## src/ref_ladder_pkg.sv

```systemverilog
// package for the comparator reference ladder control block
// assumes a single aclk domain and an AXI4-Lite register bus
package ref_ladder_pkg;
    localparam int          ADDR_W         = 16;
    localparam logic [15:0] CTRL_OFFSET    = 16'h9800;
    localparam logic [15:0] CLR_ALIAS      = 16'h0004;
    localparam logic [15:0] SET_ALIAS      = 16'h0008;
    localparam logic [15:0] INV_ALIAS      = 16'h000c;
    localparam int          ENABLE_BIT     = 15;
    localparam int          PIN_OE_BIT     = 6;
    localparam int          RANGE_BIT      = 5;
    localparam int          SOURCE_BIT     = 4;
    localparam logic [31:0] IMPL_MASK      = 32'h0000_807f;
    localparam logic [31:0] CTRL_RESET     = 32'h0000_0000;
    localparam logic [1:0]  RESP_OKAY      = 2'h0;
    localparam logic [1:0]  RESP_SLVERR    = 2'h2;
    // low range step is source/24, upper range is source/4 + tap*source/32
    localparam int          LOW_RANGE_DIV  = 24;
    localparam int          HIGH_RANGE_DIV = 32;

    typedef enum logic [1:0]
    {
        OP_WRITE = 2'b00,
        OP_CLEAR = 2'b01,
        OP_SET   = 2'b10,
        OP_INV   = 2'b11
    } write_op_t;

    typedef struct packed
    {
        logic       enable;
        logic       pin_output_enable;
        logic       range_select;
        logic       supply_source_select;
        logic [3:0] tap_value;
    } ladder_ctrl_t;
endpackage

```

## src/ref_ladder_ctrl.sv

```systemverilog
// top of the comparator reference ladder control: AXI4-Lite slave and analog controls
// assumes aclk at 40 MHz; the ladder and comparators sit outside
//
// Design decision made here: register access over AXI4-Lite.
`timescale 1ns/10ps
`default_nettype none
// Summary of operation
// bit 15 enables the ladder; zero powers it down drawing no current.
// changing the enable bit leaves every other control field unchanged.
// bit 6 connects the reference to the output pin.
// range bit one selects low range, tap times source over 24.
// range bit zero gives quarter source plus tap times source over 32.
// bit 4 picks external reference pins, zero picks analog supply rails.
// bits 3 to 0 hold the tap value, sixteen codes.
// unimplemented bits read zero and ignore writes.
// offsets 0x4, 0x8, 0xC clear, set or invert bits written one.
// every field resets to zero.
// software avoids access in the cycle after clearing enable.
// controls drive the ladder from registers, updated on the write edge; here they update one edge after the write changes the stored word.
module ref_ladder_ctrl
(
    input  wire logic               aclk,          // bus clock, 40 MHz
    input  wire logic               aresetn,       // synchronous reset, low
    input  wire logic [15:0]        s_axi_awaddr,  // write address
    input  wire logic [2:0]         s_axi_awprot,  // unused protection
    input  wire logic               s_axi_awvalid, // write address valid
    output logic                    s_axi_awready, // write address ready
    input  wire logic [31:0]        s_axi_wdata,   // write data
    input  wire logic [3:0]         s_axi_wstrb,   // byte strobes
    input  wire logic               s_axi_wvalid,  // write data valid
    output logic                    s_axi_wready,  // write data ready
    output logic [1:0]              s_axi_bresp,   // write response
    output logic                    s_axi_bvalid,  // write response valid
    input  wire logic               s_axi_bready,  // write response ready
    input  wire logic [15:0]        s_axi_araddr,  // read address
    input  wire logic [2:0]         s_axi_arprot,  // unused protection
    input  wire logic               s_axi_arvalid, // read address valid
    output logic                    s_axi_arready, // read address ready
    output logic [31:0]             s_axi_rdata,   // read data
    output logic [1:0]              s_axi_rresp,   // read response
    output logic                    s_axi_rvalid,  // read data valid
    input  wire logic               s_axi_rready,  // read data ready
    output ref_ladder_pkg::ladder_ctrl_t ladder_ctrl // controls to the analog ladder
);
    import ref_ladder_pkg::*;

    logic [15:0] awaddr_reg;
    logic        aw_held_reg;
    logic [31:0] wdata_reg;
    logic [3:0]  wstrb_reg;
    logic        w_held_reg;
    logic        wr_fire;
    logic        wr_hit;
    write_op_t   wr_op;
    logic [31:0] strb_mask;
    logic [31:0] ctrl_reg;
    logic        rd_hit;

    // returns true when the address falls in the control word or an alias
    function automatic logic addr_hit(input logic [15:0] a);
        addr_hit = (a[15:4] == CTRL_OFFSET[15:4]) && (a[1:0] == 2'b00);
    endfunction

    assign s_axi_awready = !aw_held_reg && !s_axi_bvalid;
    assign s_axi_wready  = !w_held_reg && !s_axi_bvalid;
    assign s_axi_arready = !s_axi_rvalid;

    // capture address and data independently, in either order
    always_ff @(posedge aclk)
    begin
        if (!aresetn)
        begin
            aw_held_reg <= 1'b0;
            awaddr_reg  <= 16'h0000;
        end
        else if (s_axi_awvalid && s_axi_awready)
        begin
            aw_held_reg <= 1'b1;
            awaddr_reg  <= s_axi_awaddr;
        end
        else if (wr_fire)
            aw_held_reg <= 1'b0;
    end

    always_ff @(posedge aclk)
    begin
        if (!aresetn)
        begin
            w_held_reg <= 1'b0;
            wdata_reg  <= 32'h0000_0000;
            wstrb_reg  <= 4'h0;
        end
        else if (s_axi_wvalid && s_axi_wready)
        begin
            w_held_reg <= 1'b1;
            wdata_reg  <= s_axi_wdata;
            wstrb_reg  <= s_axi_wstrb;
        end
        else if (wr_fire)
            w_held_reg <= 1'b0;
    end

    assign wr_fire   = aw_held_reg && w_held_reg;
    assign wr_hit    = addr_hit(awaddr_reg);
    assign strb_mask = {{8{wstrb_reg[3]}}, {8{wstrb_reg[2]}}, {8{wstrb_reg[1]}}, {8{wstrb_reg[0]}}};

    // the low address bits pick the operation applied to the stored word
    always_comb
    begin
        case (awaddr_reg[3:0])
            CLR_ALIAS[3:0]: wr_op = OP_CLEAR;
            SET_ALIAS[3:0]: wr_op = OP_SET;
            INV_ALIAS[3:0]: wr_op = OP_INV;
            default:        wr_op = OP_WRITE;
        endcase
    end

    ref_ladder_regfile ref_ladder_regfile_i
    (
        .aclk         (aclk),
        .aresetn      (aresetn),
        .wr_en        (wr_fire && wr_hit),
        .wr_op        (wr_op),
        .wr_data      (wdata_reg),
        .wr_strb_mask (strb_mask),
        .ctrl_reg     (ctrl_reg)
    );

    // write response one cycle after both halves are held
    always_ff @(posedge aclk)
    begin
        if (!aresetn)
        begin
            s_axi_bvalid <= 1'b0;
            s_axi_bresp  <= RESP_OKAY;
        end
        else if (wr_fire)
        begin
            s_axi_bvalid <= 1'b1;
            s_axi_bresp  <= wr_hit ? RESP_OKAY : RESP_SLVERR;
        end
        else if (s_axi_bready)
            s_axi_bvalid <= 1'b0;
    end

    // reads of any alias return the control word; unmapped gives slverr
    assign rd_hit = addr_hit(s_axi_araddr);

    always_ff @(posedge aclk)
    begin
        if (!aresetn)
        begin
            s_axi_rvalid <= 1'b0;
            s_axi_rdata  <= 32'h0000_0000;
            s_axi_rresp  <= RESP_OKAY;
        end
        else if (s_axi_arvalid && s_axi_arready)
        begin
            s_axi_rvalid <= 1'b1;
            s_axi_rdata  <= rd_hit ? (ctrl_reg & IMPL_MASK) : 32'h0000_0000;
            s_axi_rresp  <= rd_hit ? RESP_OKAY : RESP_SLVERR;
        end
        else if (s_axi_rready)
            s_axi_rvalid <= 1'b0;
    end

    // analog controls follow the stored word one edge after it changes
    always_ff @(posedge aclk)
    begin
        if (!aresetn)
            ladder_ctrl <= '0;
        else
        begin
            ladder_ctrl.enable               <= ctrl_reg[ENABLE_BIT];
            ladder_ctrl.pin_output_enable    <= ctrl_reg[PIN_OE_BIT];
            ladder_ctrl.range_select         <= ctrl_reg[RANGE_BIT];
            ladder_ctrl.supply_source_select <= ctrl_reg[SOURCE_BIT];
            ladder_ctrl.tap_value            <= ctrl_reg[3:0];
        end
    end

    // analog controls and the stored word
    a_ctrl_follows: assert property (
        @(posedge aclk) disable iff (!aresetn)
        1'b1 |=> ladder_ctrl == {$past(ctrl_reg[ENABLE_BIT]), $past(ctrl_reg[6:0])})
        else $error("ladder controls lag the register");

    a_enable_out: assert property (
        @(posedge aclk) disable iff (!aresetn)
        1'b1 |=> ladder_ctrl.enable == $past(ctrl_reg[ENABLE_BIT]))
        else $error("enable output wrong");

    a_pin_oe: assert property (
        @(posedge aclk) disable iff (!aresetn)
        1'b1 |=> ladder_ctrl.pin_output_enable == $past(ctrl_reg[PIN_OE_BIT]))
        else $error("pin enable wrong");

    a_range_out: assert property (
        @(posedge aclk) disable iff (!aresetn)
        1'b1 |=> ladder_ctrl.range_select == $past(ctrl_reg[RANGE_BIT]))
        else $error("range output wrong");

    a_source_out: assert property (
        @(posedge aclk) disable iff (!aresetn)
        1'b1 |=> ladder_ctrl.supply_source_select == $past(ctrl_reg[SOURCE_BIT]))
        else $error("source output wrong");

    a_tap_out: assert property (
        @(posedge aclk) disable iff (!aresetn)
        1'b1 |=> ladder_ctrl.tap_value == $past(ctrl_reg[3:0]))
        else $error("tap output wrong");

    a_enable_keeps: assert property (
        @(posedge aclk) disable iff (!aresetn)
        $changed(ctrl_reg[ENABLE_BIT]) && ($past(wr_op) != OP_WRITE) &&
        (($past(wdata_reg[6:0]) & $past(strb_mask[6:0])) == 7'h00) |-> $stable(ctrl_reg[6:0]))
        else $error("enable change disturbed fields");

    a_no_write_idle: assert property (
        @(posedge aclk) disable iff (!aresetn)
        !(wr_fire && wr_hit) |=> $stable(ctrl_reg))
        else $error("word changed without a write");

    a_reset_zero: assert property (
        @(posedge aclk)
        !aresetn |=> ladder_ctrl == '0 && ctrl_reg == 32'h0000_0000)
        else $error("reset left state");

    a_read_zero_top: assert property (
        @(posedge aclk) disable iff (!aresetn)
        s_axi_rvalid |-> s_axi_rdata[31:16] == 16'h0000 && s_axi_rdata[14:7] == 8'h00)
        else $error("reserved read bits nonzero");

    // register bus handshakes
    a_aw_taken: assert property (
        @(posedge aclk) disable iff (!aresetn)
        s_axi_awvalid && s_axi_awready |=> aw_held_reg && awaddr_reg == $past(s_axi_awaddr))
        else $error("write address not held");

    a_w_taken: assert property (
        @(posedge aclk) disable iff (!aresetn)
        s_axi_wvalid && s_axi_wready |=> w_held_reg && wdata_reg == $past(s_axi_wdata))
        else $error("write data not held");

    a_held_clear: assert property (
        @(posedge aclk) disable iff (!aresetn)
        wr_fire |=> !aw_held_reg && !w_held_reg)
        else $error("held halves not released");

    a_write_resp: assert property (
        @(posedge aclk) disable iff (!aresetn)
        wr_fire |=> s_axi_bvalid)
        else $error("write response missing");

    a_write_busy: assert property (
        @(posedge aclk) disable iff (!aresetn)
        s_axi_bvalid |-> !s_axi_awready && !s_axi_wready)
        else $error("write taken while response pending");

    a_bresp_holds: assert property (
        @(posedge aclk) disable iff (!aresetn)
        s_axi_bvalid && !s_axi_bready |=> s_axi_bvalid && $stable(s_axi_bresp))
        else $error("write response dropped early");

    a_bvalid_once: assert property (
        @(posedge aclk) disable iff (!aresetn)
        s_axi_bvalid && s_axi_bready |=> !s_axi_bvalid)
        else $error("write response repeated");

    a_read_answer: assert property (
        @(posedge aclk) disable iff (!aresetn)
        s_axi_arvalid && s_axi_arready |=> s_axi_rvalid)
        else $error("read answer missing");

    a_read_busy: assert property (
        @(posedge aclk) disable iff (!aresetn)
        s_axi_rvalid |-> !s_axi_arready)
        else $error("read taken while answer pending");

    a_rdata_holds: assert property (
        @(posedge aclk) disable iff (!aresetn)
        s_axi_rvalid && !s_axi_rready |=> s_axi_rvalid && $stable(s_axi_rdata) && $stable(s_axi_rresp))
        else $error("read answer dropped early");

    a_rvalid_once: assert property (
        @(posedge aclk) disable iff (!aresetn)
        s_axi_rvalid && s_axi_rready |=> !s_axi_rvalid)
        else $error("read answer repeated");

    // decode and write effects
    a_alias_read: assert property (
        @(posedge aclk) disable iff (!aresetn)
        s_axi_arvalid && s_axi_arready && rd_hit |=>
        s_axi_rresp == RESP_OKAY && s_axi_rdata == ($past(ctrl_reg) & IMPL_MASK))
        else $error("mapped read wrong");

    a_unmapped_read: assert property (
        @(posedge aclk) disable iff (!aresetn)
        s_axi_arvalid && s_axi_arready && !rd_hit |=>
        s_axi_rresp == RESP_SLVERR && s_axi_rdata == 32'h0000_0000)
        else $error("unmapped read wrong");

    a_unmapped_write: assert property (
        @(posedge aclk) disable iff (!aresetn)
        wr_fire && !wr_hit |=> $stable(ctrl_reg) && s_axi_bresp == RESP_SLVERR)
        else $error("unmapped write wrong");

    a_mapped_write: assert property (
        @(posedge aclk) disable iff (!aresetn)
        wr_fire && wr_hit |=> s_axi_bresp == RESP_OKAY)
        else $error("mapped write refused");

    a_full_write: assert property (
        @(posedge aclk) disable iff (!aresetn)
        wr_fire && wr_hit && wr_op == OP_WRITE && wstrb_reg == 4'hf |=>
        ctrl_reg == ($past(wdata_reg) & IMPL_MASK))
        else $error("full write did not land");

    a_strobe_keep: assert property (
        @(posedge aclk) disable iff (!aresetn)
        wr_fire && wr_hit && wr_op == OP_WRITE && !wstrb_reg[1] |=> $stable(ctrl_reg[15:8]))
        else $error("unstrobed byte changed");
endmodule
`default_nettype wire

```

## src/ref_ladder_regfile.sv

```systemverilog
// control register store with write, clear, set and invert operations
// assumes the bus slave decodes the address and issues one-cycle write pulses
`timescale 1ns/10ps
`default_nettype none
module ref_ladder_regfile
(
    input  wire logic                      aclk,         // bus clock
    input  wire logic                      aresetn,      // synchronous reset, low
    input  wire logic                      wr_en,        // one-cycle write pulse
    input  wire ref_ladder_pkg::write_op_t wr_op,        // which alias was written
    input  wire logic [31:0]               wr_data,      // raw write data
    input  wire logic [31:0]               wr_strb_mask, // per-bit lane mask
    output logic [31:0]                    ctrl_reg      // stored register value
);
    import ref_ladder_pkg::*;

    logic [31:0] ctrl_next;
    logic [31:0] bits;

    always_comb
    begin
        bits = wr_data & wr_strb_mask & IMPL_MASK;
        case (wr_op)
            OP_WRITE: ctrl_next = (ctrl_reg & ~(wr_strb_mask & IMPL_MASK)) | bits;
            OP_CLEAR: ctrl_next = ctrl_reg & ~bits;
            OP_SET:   ctrl_next = ctrl_reg | bits;
            OP_INV:   ctrl_next = ctrl_reg ^ bits;
            default:  ctrl_next = ctrl_reg;
        endcase
    end

    // clear, set and invert writes change only bits written one; plain writes replace every strobed field
    always_ff @(posedge aclk)
    begin
        if (!aresetn)
            ctrl_reg <= CTRL_RESET;
        else if (wr_en)
            ctrl_reg <= ctrl_next;
    end

    a_reserved_zero: assert property (
        @(posedge aclk) disable iff (!aresetn)
        (ctrl_reg & ~IMPL_MASK) == 32'h0000_0000)
        else $error("reserved bits set");
    a_clear_alias: assert property (
        @(posedge aclk) disable iff (!aresetn)
        wr_en && wr_op == OP_CLEAR |=> (ctrl_reg & $past(bits)) == 32'h0000_0000)
        else $error("clear alias left bits set");
    a_set_alias: assert property (
        @(posedge aclk) disable iff (!aresetn)
        wr_en && wr_op == OP_SET |=> (ctrl_reg & $past(bits)) == $past(bits))
        else $error("set alias missed bits");
    a_inv_alias: assert property (
        @(posedge aclk) disable iff (!aresetn)
        wr_en && wr_op == OP_INV |=> ctrl_reg == ($past(ctrl_reg) ^ $past(bits)))
        else $error("invert alias wrong");
endmodule
`default_nettype wire

```

## config.mk

```make
export PLATFORM = sky130hd
export DESIGN_NAME = ref_ladder_ctrl
export DESIGN_NICKNAME = d
export VERILOG_FILES = /design/src/ref_ladder_pkg.sv /design/src/ref_ladder_ctrl.sv /design/src/ref_ladder_regfile.sv
export SDC_FILE = /design/constraint.sdc
export NUM_CORES = 1
export LEC_CHECK = 0
export ABC_AREA = 0
export BUFFER_PORTS_ARGS = -buffer_cell sky130_fd_sc_hd__buf_2
export CELL_PAD_IN_SITES_DETAIL_PLACEMENT = 0
export CELL_PAD_IN_SITES_GLOBAL_PLACEMENT = 2
export CORE_UTILIZATION = 26
export DETAILED_ROUTE_END_ITERATION = 8
export PLACE_DENSITY = 0.95
export SYNTH_ARGS = -nofsm -noshare
export SYNTH_HDL_FRONTEND = slang
export SYNTH_SLANG_ARGS = --single-unit
```

## constraint.sdc

```tcl
create_clock -name aclk -period 3.31 [get_ports aclk]
set_input_delay 0.1655 -clock aclk [delete_from_list [all_inputs] [get_ports aclk]]
set_output_delay 0.1655 -clock aclk [all_outputs]
set_load 0.005 [all_outputs]
```

==> results.yml <==
clocking:
  cts_setup_buffers: 0
  cts_sinks: 56
  cts_tree: "yes"
  cts_resized: 0
  numCtsBuffers: 5
  cts_max_level: 2
  cts_root_buf: "clkbuf_8"
  clk_pin_slew_ns: 0.10
  clkLatencyLatePin_ns: 0.30
  ctsHoldBuffers: 0
  cts_buffer_depth: 2
setup_path:
  critical_path.max_fanout: 15
  reg2reg_depth: 4
  required_ns: 3.55
  worstSetupPathType: "reg2reg"
  start_kind: "flop"
  cp_data_arrival_time_ns: 2.17
  end_kind: "flop"
  r2r_slack_ns: 1.38
  timing.rr.start: "awaddr_reg[8]"
  r2r-end: "ref_ladder_regfile_i.ctrl_reg[4]"
  path_cells: "nor4b_1 -> nand4_1 -> or2_1 -> o22ai_1"
  cp_slowest_cell: "nand4_1"
  path_buf_inv: 0
  critPathTopFamily: "simple AND/OR/NAND/NOR gates"
  max_stage_delay_ns: 0.58
routing:
  drt_wl_total_um: 5400
  drc: 0
  wl_per_cell_um: 10.9
  drtIter0Drc: 96
  detail_route.vias_per_cell: 4.24
  firstDrtPassIters: 4
  vias: 2101
  postRouteAntennaNets: 0
pwr:
  ir_drop_mv: 0.162
  leakagePower_nw: 1.31
  powerDensity_nw_per_um2: 422
floorplanning:
  dieHeight_um: 99.7
  core-area_um2: 9240
  pin_count: 130
  die_w_um: 99.7
  dieArea_um2: 9950
  start_util: 0.269
  rows: 35
sta:
  slew_viol_final: 0
  period_minus_slack_ns: 1.93
  whs_ns: 0.0364
  finalSetupViolations: 0
  max-slew-margin-rel: 0.485
  hold_viol: 0
  setup_ws_ns: 1.38
  skew_ns: 0.0125
  fin_tns_setup_ns: 0
  worst_pin_slew_ns: 0.770
  finalCritPeriodShare: 0.582
  grt_setup_unrepaired: "no"
  timing.fmax_mhz: 519
final_layout:
  fin_area_um2: 2920
  fillers: 1004
  largest_register_ffs: 16
  seqCellArea_um2: 1120
  insertedDiodeCount: 0
  multi_input_area_um2: 1160
  nets: 454
  fin_util: 0.316
  drive_gt1_frac: 0.210
  areaGrowthSynthToFinish_pct: 17.4
synth:
  synth_edf_count: 0
  synth_seq_area_share: 0.451
  synthTopCellsByArea: "dfxtp_1 (45%), nand2_1 (12%), buf_4 (8.2%)"
  synth_top_cells_by_count: "nand2_1 (81), dfxtp_1 (56), a21oi_1 (37)"
  synth.distinct_cells: 31
  yosysMostFrequentCell: "nand2_1"
  synth_area_um2: 2480
  avgSynthCellArea_um2: 8.17
  async_flop_share: 0
  synthCells: 304
  yosys_warnings: 0
  ys.flop_type: "dfxtp_1"
  synth_top_area_frac: 0.451
  ys_ff_latch: 56
  synth_top_cell_by_area: "dfxtp_1"
global_route:
  grt_usage: 0.106
  grt_max_degree: 40
  grt_pass1_wl_um: 8540
  antenna_found_initial: 0
  grt_overflow: 0
  grt_pass1_vias: 1872
min_path:
  hold_end: "s_axi_rvalid"
  min_from: "s_axi_rready"
  holdPathStages: 2
  min_path_type: "in2reg"
placed_design:
  post-place-ws_ns: 1.39
  port_buffers: 69
  gp_congestion: 0.727
  hpwl_um: 3950
  placed_cell_area_um2: 2830
job:
  drv_cap: 0
status:
  status: "complete, no violations"
==> stage by stage <==
stage                     power [mW]  std cells
after floorplan                0.846        329
after global placement         0.875        487
after detailed placement       0.878        487
after CTS                       1.25        495
after global routing            1.30        495
final                           1.23        495
==> where the power goes <==
group          leakage [nW]  total, mW  internal (mW)  switching, mW
Combinational         0.806      0.138         0.0570         0.0809
Clock                0.0424      0.371          0.152          0.219
Sequential            0.456      0.723          0.700         0.0226
Total                  1.31       1.23          0.909          0.322
==> placed cells by master, fill, tap and decap left out, types with 7 or more instances in the layout <==
master    n
nand2_1  81
buf_2    69
dfxtp_1  56
a21oi_1  37
conb_1   26
nor2_1   14
inv_1    10
a22o_1    8
ha_1      8
and2_1    7
==> cell type report <==
type | instances | area share
multi-input cells | 222 | 0.397
flip-flops and latches | 56 | 0.385
repair buffers | 70 | 0.121
well taps | 129 | 0.0554
clock buffers | 7 | 0.0262
inverters | 10 | 0.0129
clock inverters | 1 | 0.00300
==> worst max path at each step <==
stage / to / startpoint / depth (start not counted) / slack [ns]
2_1_floorplan: ref_ladder_regfile_i.ctrl_reg[0] / wstrb_reg[0] / 7 / 1.71
3_3_place_gp: ref_ladder_regfile_i.ctrl_reg[4] / awaddr_reg[7] / 4 / 1.36
3_5_place_dp: ref_ladder_regfile_i.ctrl_reg[4] / awaddr_reg[7] / 4 / 1.39
4_1_cts: ref_ladder_regfile_i.ctrl_reg[4] / awaddr_reg[7] / 4 / 1.35
5_1_grt: ref_ladder_regfile_i.ctrl_reg[4] / awaddr_reg[7] / 4 / 1.12
6_report: ref_ladder_regfile_i.ctrl_reg[4] / awaddr_reg[8] / 4 / 1.38
==> logic make-up (layout without fill, tap and decap cells) <==
group / after synthesis / after routing / share of synthesized area
buf+inv: 51 / 88 / 0.120
simple gates: 122 / 122 / 0.223
other cells: 1 / 26 / 0.00151
compound gates: 66 / 66 / 0.163
fa+ha+maj: 8 / 8 / 0.0403
flops: 56 / 56 / 0.451
==> per-layer routing <==
layer | part of all wire | GRT usage | vias up
met5 | 0 | 0 | -
met4 | 0 | 0.0204 | 0
met3 | 0.077 | 0.0358 | 0
met2 | 0.46 | 0.188 | 81
met1 | 0.46 | 0.125 | 921
li1 | - | - | 1099
No activity file was read; power rests on OpenSTA's default activity.
